==> src/shared/gx_map.svh <==
`ifndef GX_MAP_SVH
`define GX_MAP_SVH
// Behaviour
// - sixteen lines, two banks, serial bus control
// - per bank: direction, input, output, polarity
// - all lines inputs after reset
// - direction bit sets each line's driver
// - input and output registers, one bit per line
// - polarity bit inverts reported input value
// - every register readable over the bus
// - power-on reset: defaults, bus idle
// - reset pin acts like power-on reset
// - alert while any input differs from held value
// - two select pins give low address bits
// - address 11101 plus pins; last bit read
// - command byte persists for later reads
// - bank read clears only that bank's alert
// - outputs and foreign transfers never alert

// fixed upper five bits of the target address
`define GX_ADDR_HI 5'h1d
// register groups, command bits [2:1]
`define GX_GRP_INPUT 2'h0
`define GX_GRP_OUTPUT 2'h1
`define GX_GRP_POLARITY 2'h2
`define GX_GRP_CONFIG 2'h3
// reset values per bank
`define GX_OUT_RST 8'hff
`define GX_POL_RST 8'h00
`define GX_CFG_RST 8'hff
// bit counter figures
`define GX_BITS_PER_BYTE 4'h8
`define GX_LAST_TX_BIT 3'h7
// settling window after reset, one bit per cycle; the pin chain needs four
`define GX_SETTLE_RST 5'h1f
`endif

==> src/shared/gx_pkg.sv <==
package gx_pkg;
	// serial target states
	typedef enum logic [2:0] {
		ST_IDLE,
		ST_RX,
		ST_ACK,
		ST_TX,
		ST_MACK,
		ST_WAIT
	} bus_state_t;
	// meaning of the byte being received
	typedef enum logic [1:0] {
		KIND_ADDR,
		KIND_CMD,
		KIND_DATA
	} byte_kind_t;
endpackage : gx_pkg

==> src/logic/pin_sync.sv <==
`timescale 1ns/1ps
`default_nettype none
// three-flop synchroniser; a change counts once stages two and three agree
module pin_sync #(
	parameter int W = 1,
	parameter logic [W-1:0] RST_VAL = '0
) (
	input wire logic i_clk,
	input wire logic i_rst_n,
	input wire logic [W-1:0] i_async,
	output logic [W-1:0] o_level
);
	// s1 is read only by s2
	logic [W-1:0] s1_q;
	logic [W-1:0] s2_q;
	logic [W-1:0] s3_q;
	genvar b;
	generate
		for (b = 0; b < W; b++) begin : g_bit
			// per-bit chain plus agreement filter
			always_ff @(posedge i_clk or negedge i_rst_n) begin
				if (!i_rst_n) begin
					s1_q[b] <= RST_VAL[b];
					s2_q[b] <= RST_VAL[b];
					s3_q[b] <= RST_VAL[b];
					o_level[b] <= RST_VAL[b];
				end else begin
					s1_q[b] <= i_async[b];
					s2_q[b] <= s1_q[b];
					s3_q[b] <= s2_q[b];
					if (s2_q[b] == s3_q[b]) begin
						o_level[b] <= s3_q[b];
					end
				end
			end
		end
	endgenerate
endmodule : pin_sync
`default_nettype wire

==> src/logic/gpio_expander.sv <==
`timescale 1ns/1ps
`default_nettype none
`include "gx_map.svh"
// sixteen-line expander behind a serial target port
module gpio_expander (
	input wire logic i_clk,
	input wire logic i_rst_n,
	// serial bus, open drain data
	input wire logic i_scl,
	input wire logic i_sda,
	output logic o_sda,
	output logic o_sda_oe,
	// address select straps
	input wire logic i_addr_sel_bit0,
	input wire logic i_addr_sel_bit1,
	// bank 0 pins
	input wire logic [7:0] i_io_bank_low_pins,
	output logic [7:0] o_io_bank_low_pins,
	output logic [7:0] o_io_bank_low_pins_oe,
	// bank 1 pins
	input wire logic [7:0] i_io_bank_high_pins,
	output logic [7:0] o_io_bank_high_pins,
	output logic [7:0] o_io_bank_high_pins_oe,
	// open-drain change alert, pin level low while enabled
	output logic o_alert_n,
	output logic o_alert_oe
);
	////////////////////////////////////////////////////////////////////////////
	// synchronisers
	////////////////////////////////////////////////////////////////////////////
	logic scl_s; // filtered clock level
	logic sda_s; // filtered data level
	logic a0_s; // address strap bit 0
	logic a1_s; // address strap bit 1
	logic [15:0] pins_s; // synchronised port levels

	// bus lines idle high, so reset them high to avoid a false start
	pin_sync #(.W(4), .RST_VAL(4'hf)) u_bus_sync (
		.i_clk(i_clk),
		.i_rst_n(i_rst_n),
		.i_async({i_addr_sel_bit1, i_addr_sel_bit0, i_sda, i_scl}),
		.o_level({a1_s, a0_s, sda_s, scl_s})
	);

	pin_sync #(.W(16), .RST_VAL(16'h0000)) u_pin_sync (
		.i_clk(i_clk),
		.i_rst_n(i_rst_n),
		.i_async({i_io_bank_high_pins, i_io_bank_low_pins}),
		.o_level(pins_s)
	);

	////////////////////////////////////////////////////////////////////////////
	// state
	////////////////////////////////////////////////////////////////////////////
	gx_pkg::bus_state_t state_q; // serial target state
	gx_pkg::byte_kind_t kind_q; // what the received byte means
	logic scl_prev_q; // for edge detection
	logic sda_prev_q;
	logic [3:0] bit_cnt_q; // bits seen in current byte
	logic [7:0] shift_q; // rx and tx shifter
	logic is_read_q; // direction of current transfer
	logic mack_q; // controller acknowledged last byte
	logic [2:0] ptr_q; // command register
	logic [15:0] out_q; // output levels, both banks
	logic [15:0] pol_q; // polarity invert, both banks
	logic [15:0] cfg_q; // 1 = input
	logic [15:0] snap_q; // held raw input values
	logic [4:0] init_q; // settling window after reset, bit 0 loads snap
	logic sda_oe_q; // drive data low
	logic alert_q; // alert enable

	////////////////////////////////////////////////////////////////////////////
	// decoding
	////////////////////////////////////////////////////////////////////////////
	wire scl_rise = scl_s & ~scl_prev_q;
	wire scl_fall = ~scl_s & scl_prev_q;
	// data moving while clock high marks start or stop
	wire start_cond = scl_s & scl_prev_q & sda_prev_q & ~sda_s;
	wire stop_cond = scl_s & scl_prev_q & ~sda_prev_q & sda_s;
	wire [6:0] my_addr = {`GX_ADDR_HI, a1_s, a0_s};
	wire addr_hit = (shift_q[7:1] == my_addr);
	wire byte_done = (bit_cnt_q == `GX_BITS_PER_BYTE);
	wire [1:0] grp = ptr_q[2:1];
	wire bank = ptr_q[0];
	wire [3:0] lane = {bank, 3'h0};
	// reported input is pin level xor polarity
	wire [15:0] in_view = pins_s ^ pol_q;
	wire [7:0] rd_byte = (grp == `GX_GRP_INPUT) ? in_view[lane +: 8] :
		(grp == `GX_GRP_OUTPUT) ? out_q[lane +: 8] :
		(grp == `GX_GRP_POLARITY) ? pol_q[lane +: 8] : cfg_q[lane +: 8];
	wire rd_input = (grp == `GX_GRP_INPUT);
	// alert per bank, masked by direction so outputs never count
	wire [15:0] diff = (pins_s ^ snap_q) & cfg_q;
	wire alert_any = (|diff[7:0]) | (|diff[15:8]);
	// a read of an input bank loads a byte and re-captures that bank only
	wire load_tx = (state_q == gx_pkg::ST_ACK && scl_fall && is_read_q) ||
		(state_q == gx_pkg::ST_MACK && scl_fall && mack_q);
	wire snap_load = load_tx && rd_input;

	////////////////////////////////////////////////////////////////////////////
	// serial target state machine
	////////////////////////////////////////////////////////////////////////////
	// start and stop override every state; reset returns to idle
	always_ff @(posedge i_clk or negedge i_rst_n) begin
		if (!i_rst_n) begin
			state_q <= gx_pkg::ST_IDLE;
			kind_q <= gx_pkg::KIND_ADDR;
			scl_prev_q <= 1'b1;
			sda_prev_q <= 1'b1;
			bit_cnt_q <= 4'h0;
			shift_q <= 8'h00;
			is_read_q <= 1'b0;
			mack_q <= 1'b0;
			sda_oe_q <= 1'b0;
		end else begin
			scl_prev_q <= scl_s;
			sda_prev_q <= sda_s;
			if (start_cond) begin
				// also serves repeated start
				state_q <= gx_pkg::ST_RX;
				kind_q <= gx_pkg::KIND_ADDR;
				bit_cnt_q <= 4'h0;
				sda_oe_q <= 1'b0;
			end else if (stop_cond) begin
				state_q <= gx_pkg::ST_IDLE;
				sda_oe_q <= 1'b0;
			end else begin
				case (state_q)
					gx_pkg::ST_RX: begin
						// sample on rise, judge byte at the following fall
						if (scl_rise && !byte_done) begin
							shift_q <= {shift_q[6:0], sda_s};
							bit_cnt_q <= bit_cnt_q + 4'h1;
						end else if (scl_fall && byte_done) begin
							if (kind_q != gx_pkg::KIND_ADDR || addr_hit) begin
								state_q <= gx_pkg::ST_ACK;
								sda_oe_q <= 1'b1;
							end else begin
								// not ours: stay off the bus until next start
								state_q <= gx_pkg::ST_WAIT;
							end
							if (kind_q == gx_pkg::KIND_ADDR) begin
								is_read_q <= shift_q[0];
							end
						end
					end
					gx_pkg::ST_ACK: begin
						// release after the acknowledge clock
						if (scl_fall) begin
							bit_cnt_q <= 4'h0;
							if (is_read_q) begin
								shift_q <= rd_byte;
								sda_oe_q <= ~rd_byte[7];
								state_q <= gx_pkg::ST_TX;
							end else begin
								sda_oe_q <= 1'b0;
								state_q <= gx_pkg::ST_RX;
								kind_q <= (kind_q == gx_pkg::KIND_ADDR) ?
									gx_pkg::KIND_CMD : gx_pkg::KIND_DATA;
							end
						end
					end
					gx_pkg::ST_TX: begin
						// shift out on each fall, msb first
						if (scl_fall) begin
							if (bit_cnt_q[2:0] == `GX_LAST_TX_BIT) begin
								sda_oe_q <= 1'b0;
								state_q <= gx_pkg::ST_MACK;
							end else begin
								sda_oe_q <= ~shift_q[6];
								shift_q <= {shift_q[6:0], 1'b0};
								bit_cnt_q <= bit_cnt_q + 4'h1;
							end
						end
					end
					gx_pkg::ST_MACK: begin
						// low data means the controller wants more
						if (scl_rise) begin
							mack_q <= ~sda_s;
						end else if (scl_fall) begin
							bit_cnt_q <= 4'h0;
							if (mack_q) begin
								shift_q <= rd_byte;
								sda_oe_q <= ~rd_byte[7];
								state_q <= gx_pkg::ST_TX;
							end else begin
								state_q <= gx_pkg::ST_WAIT;
							end
						end
					end
					gx_pkg::ST_WAIT: begin
						sda_oe_q <= 1'b0;
					end
					default: begin
						// idle and anything unexpected
						sda_oe_q <= 1'b0;
						state_q <= gx_pkg::ST_IDLE;
					end
				endcase
			end
		end
	end

	////////////////////////////////////////////////////////////////////////////
	// command register and pair pointer
	////////////////////////////////////////////////////////////////////////////
	wire rx_commit = (state_q == gx_pkg::ST_RX) && scl_fall && byte_done &&
		!start_cond && !stop_cond;
	wire cmd_wr = rx_commit && (kind_q == gx_pkg::KIND_CMD);
	wire data_wr = rx_commit && (kind_q == gx_pkg::KIND_DATA);

	// pointer toggles within its pair after each data byte
	always_ff @(posedge i_clk or negedge i_rst_n) begin
		if (!i_rst_n) begin
			ptr_q <= 3'h0;
		end else if (cmd_wr) begin
			ptr_q <= shift_q[2:0];
		end else if (data_wr || load_tx) begin
			ptr_q <= {ptr_q[2:1], ~ptr_q[0]};
		end
	end

	////////////////////////////////////////////////////////////////////////////
	// register file
	////////////////////////////////////////////////////////////////////////////
	// writes to the input group are ignored, it is read only
	always_ff @(posedge i_clk or negedge i_rst_n) begin
		if (!i_rst_n) begin
			out_q <= {`GX_OUT_RST, `GX_OUT_RST};
			pol_q <= {`GX_POL_RST, `GX_POL_RST};
			cfg_q <= {`GX_CFG_RST, `GX_CFG_RST};
		end else if (data_wr) begin
			case (grp)
				`GX_GRP_OUTPUT: out_q[lane +: 8] <= shift_q;
				`GX_GRP_POLARITY: pol_q[lane +: 8] <= shift_q;
				`GX_GRP_CONFIG: cfg_q[lane +: 8] <= shift_q;
				default: begin
					// input group: nothing to store
				end
			endcase
		end
	end

	////////////////////////////////////////////////////////////////////////////
	// input hold register and alert
	////////////////////////////////////////////////////////////////////////////
	// snap follows the pins until the synchroniser has settled;
	// loading earlier would hold reset zeros and a high pin would alert falsely
	always_ff @(posedge i_clk or negedge i_rst_n) begin
		if (!i_rst_n) begin
			init_q <= `GX_SETTLE_RST;
			snap_q <= 16'h0000;
		end else begin
			init_q <= {1'b0, init_q[4:1]};
			if (init_q[0]) begin
				snap_q <= pins_s;
			end else if (snap_load) begin
				snap_q[lane +: 8] <= pins_s[lane +: 8];
			end
		end
	end

	// registered alert; a change after a bank read raises it again
	always_ff @(posedge i_clk or negedge i_rst_n) begin
		if (!i_rst_n) begin
			alert_q <= 1'b0;
		end else begin
			alert_q <= alert_any && !init_q[0];
		end
	end

	////////////////////////////////////////////////////////////////////////////
	// pins
	////////////////////////////////////////////////////////////////////////////
	// open-drain lines only ever pull low
	assign o_sda = 1'b0;
	assign o_sda_oe = sda_oe_q;
	assign o_alert_n = 1'b0;
	assign o_alert_oe = alert_q;
	// per-line driver follows the direction bit
	assign o_io_bank_low_pins = out_q[7:0];
	assign o_io_bank_high_pins = out_q[15:8];
	assign o_io_bank_low_pins_oe = ~cfg_q[7:0];
	assign o_io_bank_high_pins_oe = ~cfg_q[15:8];
endmodule : gpio_expander
`default_nettype wire

==> config.mk <==
export PLATFORM = sky130hd
export DESIGN_NAME = gpio_expander
export DESIGN_NICKNAME = d
export VERILOG_FILES = /design/src/shared/gx_pkg.sv /design/src/logic/pin_sync.sv /design/src/logic/gpio_expander.sv
export VERILOG_INCLUDE_DIRS = /design/src /design/src/shared
export SDC_FILE = /design/constraint.sdc
export NUM_CORES = 1
export LEC_CHECK = 0
export ABC_CLOCK_PERIOD_IN_PS = 3150
export BUFFER_PORTS_ARGS = -buffer_cell sky130_fd_sc_hd__buf_2
export CELL_PAD_IN_SITES_DETAIL_PLACEMENT = 0
export CELL_PAD_IN_SITES_GLOBAL_PLACEMENT = 1
export CORE_MARGIN = 4
export CORE_UTILIZATION = 49
export CTS_CLUSTER_DIAMETER = 100
export DETAILED_ROUTE_END_ITERATION = 7
export GPL_TIMING_DRIVEN = 0
export MAX_ROUTING_LAYER = met4
export PLACE_DENSITY_LB_ADDON = 0.15
export SLEW_MARGIN = 20
export SYNTH_ARGS = -nofsm -noshare
export SYNTH_HDL_FRONTEND = slang
export SYNTH_SLANG_ARGS = --single-unit
==> constraint.sdc <==
create_clock -name i_clk -period 3.15 [get_ports i_clk]
set_input_delay 0.4725 -clock i_clk [delete_from_list [all_inputs] [get_ports i_clk]]
set_output_delay 0.4725 -clock i_clk [all_outputs]
set_load 0.01 [all_outputs]
==> results of run 1 <==
==> registers in the layout (all words and copies together) (netlist names), 5 cells and up <==
register	count
cfg_q	16
shift_q	8
snap_q	16
u_pin_sync.s2_q	16
u_pin_sync.s1_q	16
pol_q	16
u_pin_sync.o_level	16
u_pin_sync.s3_q	16
init_q	5
out_q	16
==> power by group through the flow <==
stage	clock network [mW]	registers, mW	logic, mW
4_1_cts	2.32	2.57	0.553
6_report	2.26	2.57	0.544
3_3_place_gp	0	2.61	0.531
2_1_floorplan	0	2.56	0.383
5_1_grt	2.40	2.60	0.615
3_5_place_dp	0	2.61	0.551
==> logic make-up after synthesis <==
kind of cell,count (synthesis)
flip-flops,175
AO/OA/AOI/OAI,98
buffers and inverters,45
XOR/XNOR,34
adder cells (fa/ha/maj),23
multiplexers,82
AND/OR/NAND/NOR,94
other,1
==> cell usage in the layout (no fill, tap or decap), types with 9 or more instances in the layout <==
master,synthesis,final
a21oi_1,29,29
buf_2,5,59
clkbuf_1,15,15
clkbuf_16,0,17
dfrtp_1,120,120
dfstp_2,55,55
inv_1,19,19
maj3_1,20,20
mux2_2,71,71
nand2_1,14,14
nand2b_1,9,9
nor2_1,13,13
nor2b_1,16,16
o21ai_0,19,19
o22ai_1,15,15
xnor2_1,30,30
==> cell type report <==
cell class,instances,area share (%)
repair buffers,56,3.66
well taps,184,2.70
clock inverters,15,2.59
plain buffers,25,1.30
clock buffers,17,4.98
multi-input cells,334,31.8
inverters,20,0.879
flip-flops and latches,175,52.1
==> worst register-to-register path, delay by kind of cell (launching register included) <==
kind / cells / cell delay (ns)
buf+inv: 3 / 1.46
flops: 1 / 0.49
mux: 1 / 0.40
simple gates: 1 / 0.40
==> final timing paths <==
path	start	end	slack (ns)
min in group i_clk	i_sda	u_bus_sync.s1_q[1]	0.14
setup / recovery	ptr_q[0]	cfg_q[10]	0.33
setup reg to reg	ptr_q[0]	cfg_q[10]	0.33
max in group asynchronous	i_rst_n	init_q[0]	2.25
hold / removal	i_rst_n	state_q[2]	0.002
hold reg to reg	u_pin_sync.s1_q[12]	u_pin_sync.s2_q[12]	0.34
==> what timing repair did <==
item / 4_1_cts / 5_1_grt
gates resized for setup: 0 / 1
endpoints found under the setup margin: 0 / 8
hold buffers: 0 / 0
==> metal layers <==
| layer | wire [um] | vias up | GRT usage (%) | share of wire, % |
|---|---|---|---|---|
| li1 | - | 2119 | - | - |
| met1 | 7320 | 2308 | 28.2 | 46 |
| met2 | 7570 | 110 | 30.6 | 48 |
| met3 | 776 | 11 | 5.08 | 4.9 |
| met4 | 166 | 0 | 5.62 | 1.0 |
| met5 | 0 | - | - | 0 |
==> metrics.cfg, run 1 <==
[finish]
n_fill_cell=1205
final_cell_area_um2=8540
drive_above_1_share_pct=37.2
fin_cells=826
finish.utilization_pct=58.5
num-nets-final=654
seq_area_um2=4450
syn2layout_area_growth_pct=16.5
diodes=0
multiInputGateArea_um2=2710

[synthesis]
synth-edff-count=0
syn-instance-count=552
synthArstFlopShare_pct=100
yosys.area_share.simple_pct=7.85
synthTopCellsByArea=dfrtp_1, dfstp_2, mux2_2
yosysWarnings=0
synth.top_cell.area_share_pct=41.0
synth_ff_type=dfrtp_1
synth.distinct_cells=55
post-synth-top-area-cell=dfrtp_1
ys_seq_area_share_pct=60.7
netlist_area_um2=7330
syn_avg_cell_area_um2=13.3
synthMuxAreaShare_pct=13.3
synth_adder_area_share_pct=3.24
yosys.cell_count.top_type=dfrtp_1
yosys-top-cells-count=dfrtp_1, mux2_2, dfstp_2
synth_compound_area_share_pct=8.28
synth_xor_area_share_pct=4.06
ys_seq_elements=175
synth_top_family_by_area=multiplexers

[placement]
dpl-instance-area_um2=7890
place_ws_ns=0.170
portBuffers=55
dp.cells=794
hpwl_um=10900
gp_congestion=0.850

[drt]
via_count=4548
drt_iter0_markers=301
wl_per_cell_um=19.2
antenna_left=0
drc=0
drt-pass1-iter-count=5
viasPerCell=5.51
wl_um=15800

[sta]
worst_slack_ns=0.334
relSlewSlack_pct=28.1
rsz0062_at_grt=no
fmax_mhz=355
layout_min_cycle_time_ns=2.82
period_share_pct=89.4
setup_tns_ns=0
report.final.hold_viol_count=0
slew_violations=0
clock-skew-final_ns=0.0111
tightest_slew_ns=1.08
setup_viol=0
whs_ns=0.00160

[pwr]
finalPower_mw=5.38
leakagePower_nw=3.61
p_sw_mw=1.41
clkPwrFrac_pct=42.1
powerDensity_nw_per_um2=630
seqPwrFrac_pct=47.8
switching_share_pct=26.1
irDropWorstVdd_uv=451
p_comb_share_pct=10.1
p_int_mw=3.97

[clock_tree]
root_buffer=clkbuf_16
clock-sinks=175
htreeDepth=4
tritoncts=yes
cts_setup_buffers=0
clk_pin_slew_worst_paths_ns=0.07
clk_path_buf_depth=2
numCtsBuffers=17
clkLatencyLatePin_ns=0.42

[critical_path]
crit_buf_inv=3
cp-end-kind=register
cp_max_fo=10
critPathSlowestCell=clkbuf_1
crit_path_max_incr_delay_ns=0.56
cp_data_required_time_ns=3.50
r2r_cells=5
crit_path_cell_trace=clkbuf_1 > clkbuf_1 > clkbuf_1 > nand3_2 > mux2_2
crit_path_start_kind=register
crit_type=reg2reg
critPathTopFamily=buffers and inverters
crit_cells=5
path_common_cell=clkbuf_1
worstPathArrival_ns=3.17

[worst_hold_path]
worstHoldPathType=in2async

[grt]
grt_remaining_overflow=0
grt_pass1_wl_um=25600
grt_pass1_vias=4701
gr-usage-all-layers_pct=20.5
antenna_found_initial=0
grt_max_degree=107

[floorplanning]
start_util_pct=50.2
die_x_um=130
num_rows=44
core_area_um2=14600
die_h_um=130
die_area_um2=17000
io_pins=58

[outcome]
status=complete, no violations

[job]
drv_cap=0

No activity file was read; power rests on OpenSTA's default activity.
==> inputs of run 2 (changes only) <==
ABC_AREA = 1   (was not set)
ABC_CLOCK_PERIOD_IN_PS = 3300   (was 3150)
PLACE_DENSITY_LB_ADDON = 0.1   (was 0.15)
clock period = 3.3 ns   (was 3.15 ns; I/O delays follow)
==> run 2 against run 1 <==
Against the previous run: register-to-register slack improved by 0.68 ns; non-clock buffer count decreased by 4; sequential share of layout area decreased by 0.96 points; critical path type unchanged; largest cell class unchanged.
==> metrics.cfg, run 2 <==
[outcome]
status=complete, no violations

[pwr]
leakagePower_nw=4.21  ; +17%
irDropWorstVdd_uv=446  ; -1.1%
finalPower_mw=5.71  ; +6.3%
powerDensity_nw_per_um2=657  ; +4.3%

[clock_tree]
clkLatencyLatePin_ns=0.43  ; about the same
holdBufCountCts=0  ; unchanged
root_buffer=clkbuf_16
clock-sinks=175  ; unchanged
cts.repair.resized=0  ; unchanged
numCtsBuffers=17  ; unchanged
cts_setup_buffers=0  ; unchanged
clk_path_buf_depth=2  ; unchanged
clk_pin_slew_worst_paths_ns=0.07  ; about the same
htreeDepth=4  ; unchanged
tritoncts=yes

[floorplanning]
die_area_um2=17600  ; +3.4%
start_util_pct=50.0  ; -0.26 points
num_rows=45  ; +2.3%
core_area_um2=15200  ; +4.2%
die_x_um=133  ; +1.7%
die_h_um=133  ; +1.7%
io_pins=58  ; unchanged

[synthesis]
netlist_area_um2=7600  ; +3.7%
syn_avg_cell_area_um2=8.84  ; -33%
post-synth-top-area-cell=dfrtp_1
synth.distinct_cells=33  ; -40%
synthTopCellsByArea=dfrtp_1, dfstp_2, nand2_1
synth_ff_type=dfrtp_1
ys_seq_elements=175  ; unchanged
yosys.cell_count.top_type=nand2_1
synth.top_cell.area_share_pct=39.5  ; -1.5 points
synthArstFlopShare_pct=100  ; unchanged
yosys-top-cells-count=nand2_1, dfrtp_1, nand3_1
ys_seq_area_share_pct=58.5  ; -2.1 points
syn-instance-count=859  ; +56%
synth-edff-count=0  ; unchanged
yosysWarnings=0  ; unchanged

[sta]
setup_tns_ns=0  ; unchanged
report.final.hold_viol_count=0  ; unchanged
setup_viol=0  ; unchanged
tightest_slew_ns=0.987  ; -0.0911 ns
fmax_mhz=438  ; +23%
clock-skew-final_ns=0.0111  ; +0.0000426 ns
layout_min_cycle_time_ns=2.28  ; -0.534 ns
whs_ns=0.0361  ; +0.0345 ns
relSlewSlack_pct=34.0  ; +5.8 points
period_share_pct=69.2  ; -20 points
rsz0062_at_grt=no
slew_violations=0  ; unchanged

[finish]
num-nets-final=961  ; +47%
syn2layout_area_growth_pct=14.5
drive_above_1_share_pct=18.5  ; -19 points
final_cell_mix=nand2_1, dfrtp_1, nand3_1
n_fill_cell=1387  ; +15%
diodes=0  ; unchanged
mostFrequentLayoutCell=nand2_1

[drt]
wl_um=19100  ; +21%
drt_iter0_markers=546  ; +81%
via_count=6101  ; +34%
antenna_left=0  ; unchanged
wl_per_cell_um=16.8  ; -12%
viasPerCell=5.37  ; -2.5%
drc=0  ; unchanged
drt-pass1-iter-count=5  ; unchanged

[placement]
hpwl_um=14000  ; +28%
portBuffers=55  ; unchanged
gp_congestion=0.900  ; +5.9%

[critical_path]
path_common_cell=nand2_1
crit_path_max_incr_delay_ns=0.41  ; -0.15 ns
critPathTopFamily=simple AND/OR/NAND/NOR gates
critPathSlowestCell=dfrtp_1
worstPathArrival_ns=2.64  ; -0.53 ns
crit_buf_inv=1  ; -2
crit_path_start_kind=register
crit_path_cell_trace=inv_1 > ha_1 > nand3_1 > nor3_4 > nand3_2 > nor3_4 > nand2_1 > nand2_1 > nand2_1
crit_type=reg2reg
cp_data_required_time_ns=3.66  ; +0.16 ns
cp-end-kind=register
cp_max_fo=9  ; -1

[grt]
antenna_found_initial=0  ; unchanged
grt_max_degree=96  ; -10%
use_met2_pct=35.7  ; +5.1 points
met1_usage_pct=32.6  ; +4.4 points
grt_pass1_vias=6016  ; +28%
gr-usage-all-layers_pct=23.8  ; +3.4 points
grt_remaining_overflow=0  ; unchanged
grtUsageMet3_pct=4.94  ; -0.13 points
busiest_layer=met2
grt_pass1_wl_um=31600  ; +23%

[worst_hold_path]
worstHoldPathType=in2async

[job]
drv_cap=0  ; unchanged

[run 2: cell count changes after synthesis, sizes merged, moves of 25 or more]
cell and change:
mux2 -71, o21ai +46, nand3 +77, xnor2 -25, nand2 +267, inv +60, nor2 +52
[run 2: layer usage]
metal  routed length, um  up-vias  part of all wire [%]
met2                8710      180                    46
met4                 444        0                   2.3
met1                8900     2971                    46
li1                    -     2916                     -
met5                   0        -                     0
met3                1090       34                   5.7
[run 2: kinds of logic (layout without fill, tap and decap cells)]
kind of cell,after synthesis,in the layout,share of synthesized area (%)
buffers and inverters,101,189,5.30
xor gates and xnor gates,6,6,0.692
and+or+nand+nor,449,449,25.2
adders and majority gates,23,23,3.13
other,1,3,0.0494
DFF,175,175,58.5
AOI/OAI and AO/OA,104,104,7.11
[run 2: stage by stage]
| stage | instance area [um^2] | util, % | worst slack, ns | std cells |
|---|---|---|---|---|
| after floorplan | 7600 | - | 1.49 | 861 |
| after global placement | 8120 | 53.4 | -0.826 | 1104 |
| after detailed placement | 8150 | 53.6 | 1.07 | 1105 |
| after CTS | 8700 | 57.2 | 1.03 | 1137 |
| after global routing | 8700 | 57.2 | 0.802 | 1137 |
| final | 8700 | 57.2 | 1.02 | 1137 |
[run 2: layout make-up]
cell class	count	area (um^2)	share of cell area [%]
Buffer	21	103	1.18
Timing Repair Buffer	56	313	3.60
Sequential cell	175	4450	51.1
Tap cell	188	235	2.70
Inverter	80	300	3.45
Clock inverter	12	108	1.24
Clock buffer	20	437	5.02
Multi-Input combinational cell	585	2750	31.7
[run 2: worst paths after layout]
check,start,to,slack (ns),depth (start not counted)
min in group i_clk,i_scl,u_bus_sync.s1_q[0],0.16,1
max reg2reg,bit_cnt_q[0],cfg_q[12],1.02,9
max,bit_cnt_q[0],cfg_q[12],1.02,9
max in group asynchronous,i_rst_n,u_bus_sync.o_level[1],2.39,2
min,i_rst_n,u_pin_sync.o_level[2],0.04,1
min reg2reg,u_pin_sync.s1_q[2],u_pin_sync.s2_q[2],0.35,0
[run 2: power breakdown]
part | switching [mW] | total [mW] | internal (mW)
logic | 0.844 | 1.21 | 0.361
registers | 0.276 | 2.63 | 2.36
clock network | 0.832 | 1.88 | 1.04
[run 2: worst register-to-register path: cells and delay by family (launching register included)]
kind	cells	cell delay (ns)
DFF	1	0.41
buffers and inverters	1	0.09
adders and majority gates	1	0.16
and+or+nand+nor	7	1.54
==> inputs of run 3 (changes only) <==
ABC_CLOCK_PERIOD_IN_PS = 2210   (was 3300)
CORE_UTILIZATION = 46   (was 49)
clock period = 2.21 ns   (was 3.3 ns; I/O delays follow)
==> run 3 against run 2 <==
Against the previous run: first-iteration DRC count fell by 25%; via count fell by 0.56%; sequential cell count did not move; die area rose by 6.1%; final area rose by 3.2%; register-to-register slack got worse by 0.96 ns; clock-buffer cell count did not move; fmax rose by 6.2%; global-route usage fell by 0.62 points; sequential share of layout area fell by 1.6 points; routed wire length rose by 2.6%.
==> metrics.cfg, run 3 (synthesized netlist as in run 2, its figures left out) <==
[placement]
hpwl_um=14200  ; +1.4%
place_ws_ns=-0.0391  ; -1.11 ns
dp.cells=1133  ; +2.5%
gp_congestion=0.926  ; +2.9%
portBuffers=55  ; unchanged

[finish]
final_cell_mix=nand2_1, dfrtp_1, nand3_1
mostFrequentLayoutCell=nand2_1
fin_cells=1188  ; +4.5%
syn2layout_area_growth_pct=18.2
drive_above_1_share_pct=19.2  ; +0.61 points
n_fill_cell=1473  ; +6.2%
num-nets-final=983  ; +2.3%

[critical_path]
crit_buf_inv=3  ; +2
crit_path_start_kind=register
cp_data_required_time_ns=2.53  ; -1.13 ns
crit_path_max_incr_delay_ns=0.38  ; -0.03 ns
cp-end-kind=register
r2r_cells=10  ; +1
critPathSlowestCell=o21ai_0
critPathTopFamily=simple AND/OR/NAND/NOR gates
crit_cells=10  ; +1
crit_type=reg2reg
worstPathArrival_ns=2.46  ; -0.18 ns
cp_max_fo=10  ; +1
crit_path_cell_trace=buf_2 > inv_1 > buf_2 > nand2_1 > o21ai_0 > nand2_1 > nand2_1 > nor2_1 > nor2_1 > nor2_1

[outcome]
status=complete, no violations

[drt]
met3_wirelength_um=1090  ; +0.18%
routedLengthMet1_um=9500  ; +6.8%
drt-pass1-iter-count=7  ; +2
wl_um=19600  ; +2.6%
wl_met2_um=8940  ; +2.6%
via_count=6067  ; -0.56%
wl_per_cell_um=16.5  ; -1.8%
viasPerCell=5.11  ; -4.8%
drc=0  ; unchanged
drt_iter0_markers=409  ; -25%
antenna_left=0  ; unchanged
top_layer_used=met4

[grt]
antenna_found_initial=1  ; +1
grt_max_degree=104  ; +8.3%
grt_pass1_vias=5952  ; -1.1%
grt_pass1_wl_um=32400  ; +2.4%
gr-usage-all-layers_pct=23.2  ; -0.62 points
grt_remaining_overflow=0  ; unchanged

[pwr]
irDropWorstVdd_uv=570  ; +28%
leakagePower_nw=4.31  ; +2.4%
powerDensity_nw_per_um2=959  ; +46%

[clock_tree]
clock-sinks=175  ; unchanged
tritoncts=yes
root_buffer=clkbuf_16
numCtsBuffers=17  ; unchanged
htreeDepth=4  ; unchanged
clk_path_buf_depth=2  ; unchanged
clkLatencyLatePin_ns=0.42  ; about the same
clk_pin_slew_worst_paths_ns=0.07  ; about the same

[worst_hold_path]
worstHoldPathType=in2reg
hold_depth=1

[sta]
tightest_slew_ns=0.860  ; -0.127 ns
worst_slack_ns=0.0608  ; -0.957 ns
report.final.hold_viol_count=0  ; unchanged
relSlewSlack_pct=42.5  ; +8.5 points
clock-skew-final_ns=0.00679  ; -0.00433 ns
rsz0062_at_grt=yes
period_share_pct=97.2  ; +28 points
fmax_mhz=465  ; +6.2%
layout_min_cycle_time_ns=2.15  ; -0.133 ns
setup_viol=0  ; unchanged
slew_violations=0  ; unchanged
setup_tns_ns=0  ; unchanged

[job]
drv_cap=0  ; unchanged

[floorplanning]
io_pins=58  ; unchanged
die_h_um=137  ; +3.0%
die_x_um=137  ; +3.0%
die_area_um2=18600  ; +6.1%
start_util_pct=47.3  ; -2.7 points
num_rows=46  ; +2.2%
core_area_um2=16100  ; +5.6%

==> run 3: cell types whose count changed in the layout (fill, tap and decap cells not counted), sizes merged <==
| cell | previous run | this run |
|---|---|---|
| diode | 0 | 1 |
| buf | 69 | 73 |
| clkinvlp | 2 | 3 |
| dlygate4sd3 | 0 | 17 |
| clkbuf | 28 | 29 |
| bufinv | 1 | 0 |
==> run 3: final timing paths <==
path	slack, ns	end	startpoint
worst max-delay path	0.06	shift_q[2]	ptr_q[1]
worst min-delay path	0.02	u_pin_sync.s1_q[1]	i_io_bank_low_pins[1]
worst max register to register	0.06	shift_q[2]	ptr_q[1]
worst min register to register	0.35	u_pin_sync.s2_q[2]	u_pin_sync.s1_q[2]
max in group asynchronous	0.85	u_bus_sync.o_level[1]	i_rst_n
min in group asynchronous	0.44	u_pin_sync.s3_q[4]	i_rst_n
==> run 3: stage by stage <==
step                instance area, um^2  hold WS [ns]  power [mW]  util [%]
CTS                                8880      0.000807        8.65      55.3
global placement                   8150         0.332        5.72      50.8
finish                             8980        0.0162        8.61      55.9
detailed placement                 8190         0.332        5.76      51.0
global route                       8980      0.000730        9.12      55.9
floorplan                          7600        0.0359        5.06         -
==> run 3: final cells by class <==
type / count / area (um^2) / area share (%)
Antenna cell: 1 / 2.50 / 0.0279
Buffer: 21 / 105 / 1.17
Clock buffer: 20 / 458 / 5.10
Clock inverter: 12 / 97.6 / 1.09
Inverter: 80 / 300 / 3.34
Multi-Input combinational cell: 585 / 2780 / 30.9
Sequential cell: 175 / 4450 / 49.5
Tap cell: 216 / 270 / 3.01
Timing Repair Buffer: 78 / 520 / 5.80
==> run 3: worst register-to-register path, stage by stage (launching register included) <==
cell and delay [ns]:
dfrtp_1 0.35, buf_2 0.17, inv_1 0.09, buf_2 0.26, nand2_1 0.34, o21ai_0 0.38
nand2_1 0.16, nand2_1 0.10, nor2_1 0.06, nor2_1 0.08, nor2_1 0.05
==> run 3: layer usage <==
metal  global-route usage (%)  vias up
met4                     4.03        0
met2                     34.1      176
li1                         -     2953
met3                     5.07       12
met5                        -        -
met1                     33.9     2926
==> run 3: report_power, final <==
group | switching, mW | internal, mW | leakage, nW
combinational | 1.29 | 0.560 | 2.01
sequential | 0.406 | 3.52 | 2.04
clock | 1.30 | 1.53 | 0.265
==> run 3: what timing repair did <==
action | in CTS | in global routing
hold buffers | 12 | 5
pin swaps | 1 | 2
setup buffers | 2 | 3
endpoints found under the setup margin | 16 | 57
resized for setup | 1 | 6
endpoints found under the hold margin | 62 | 5
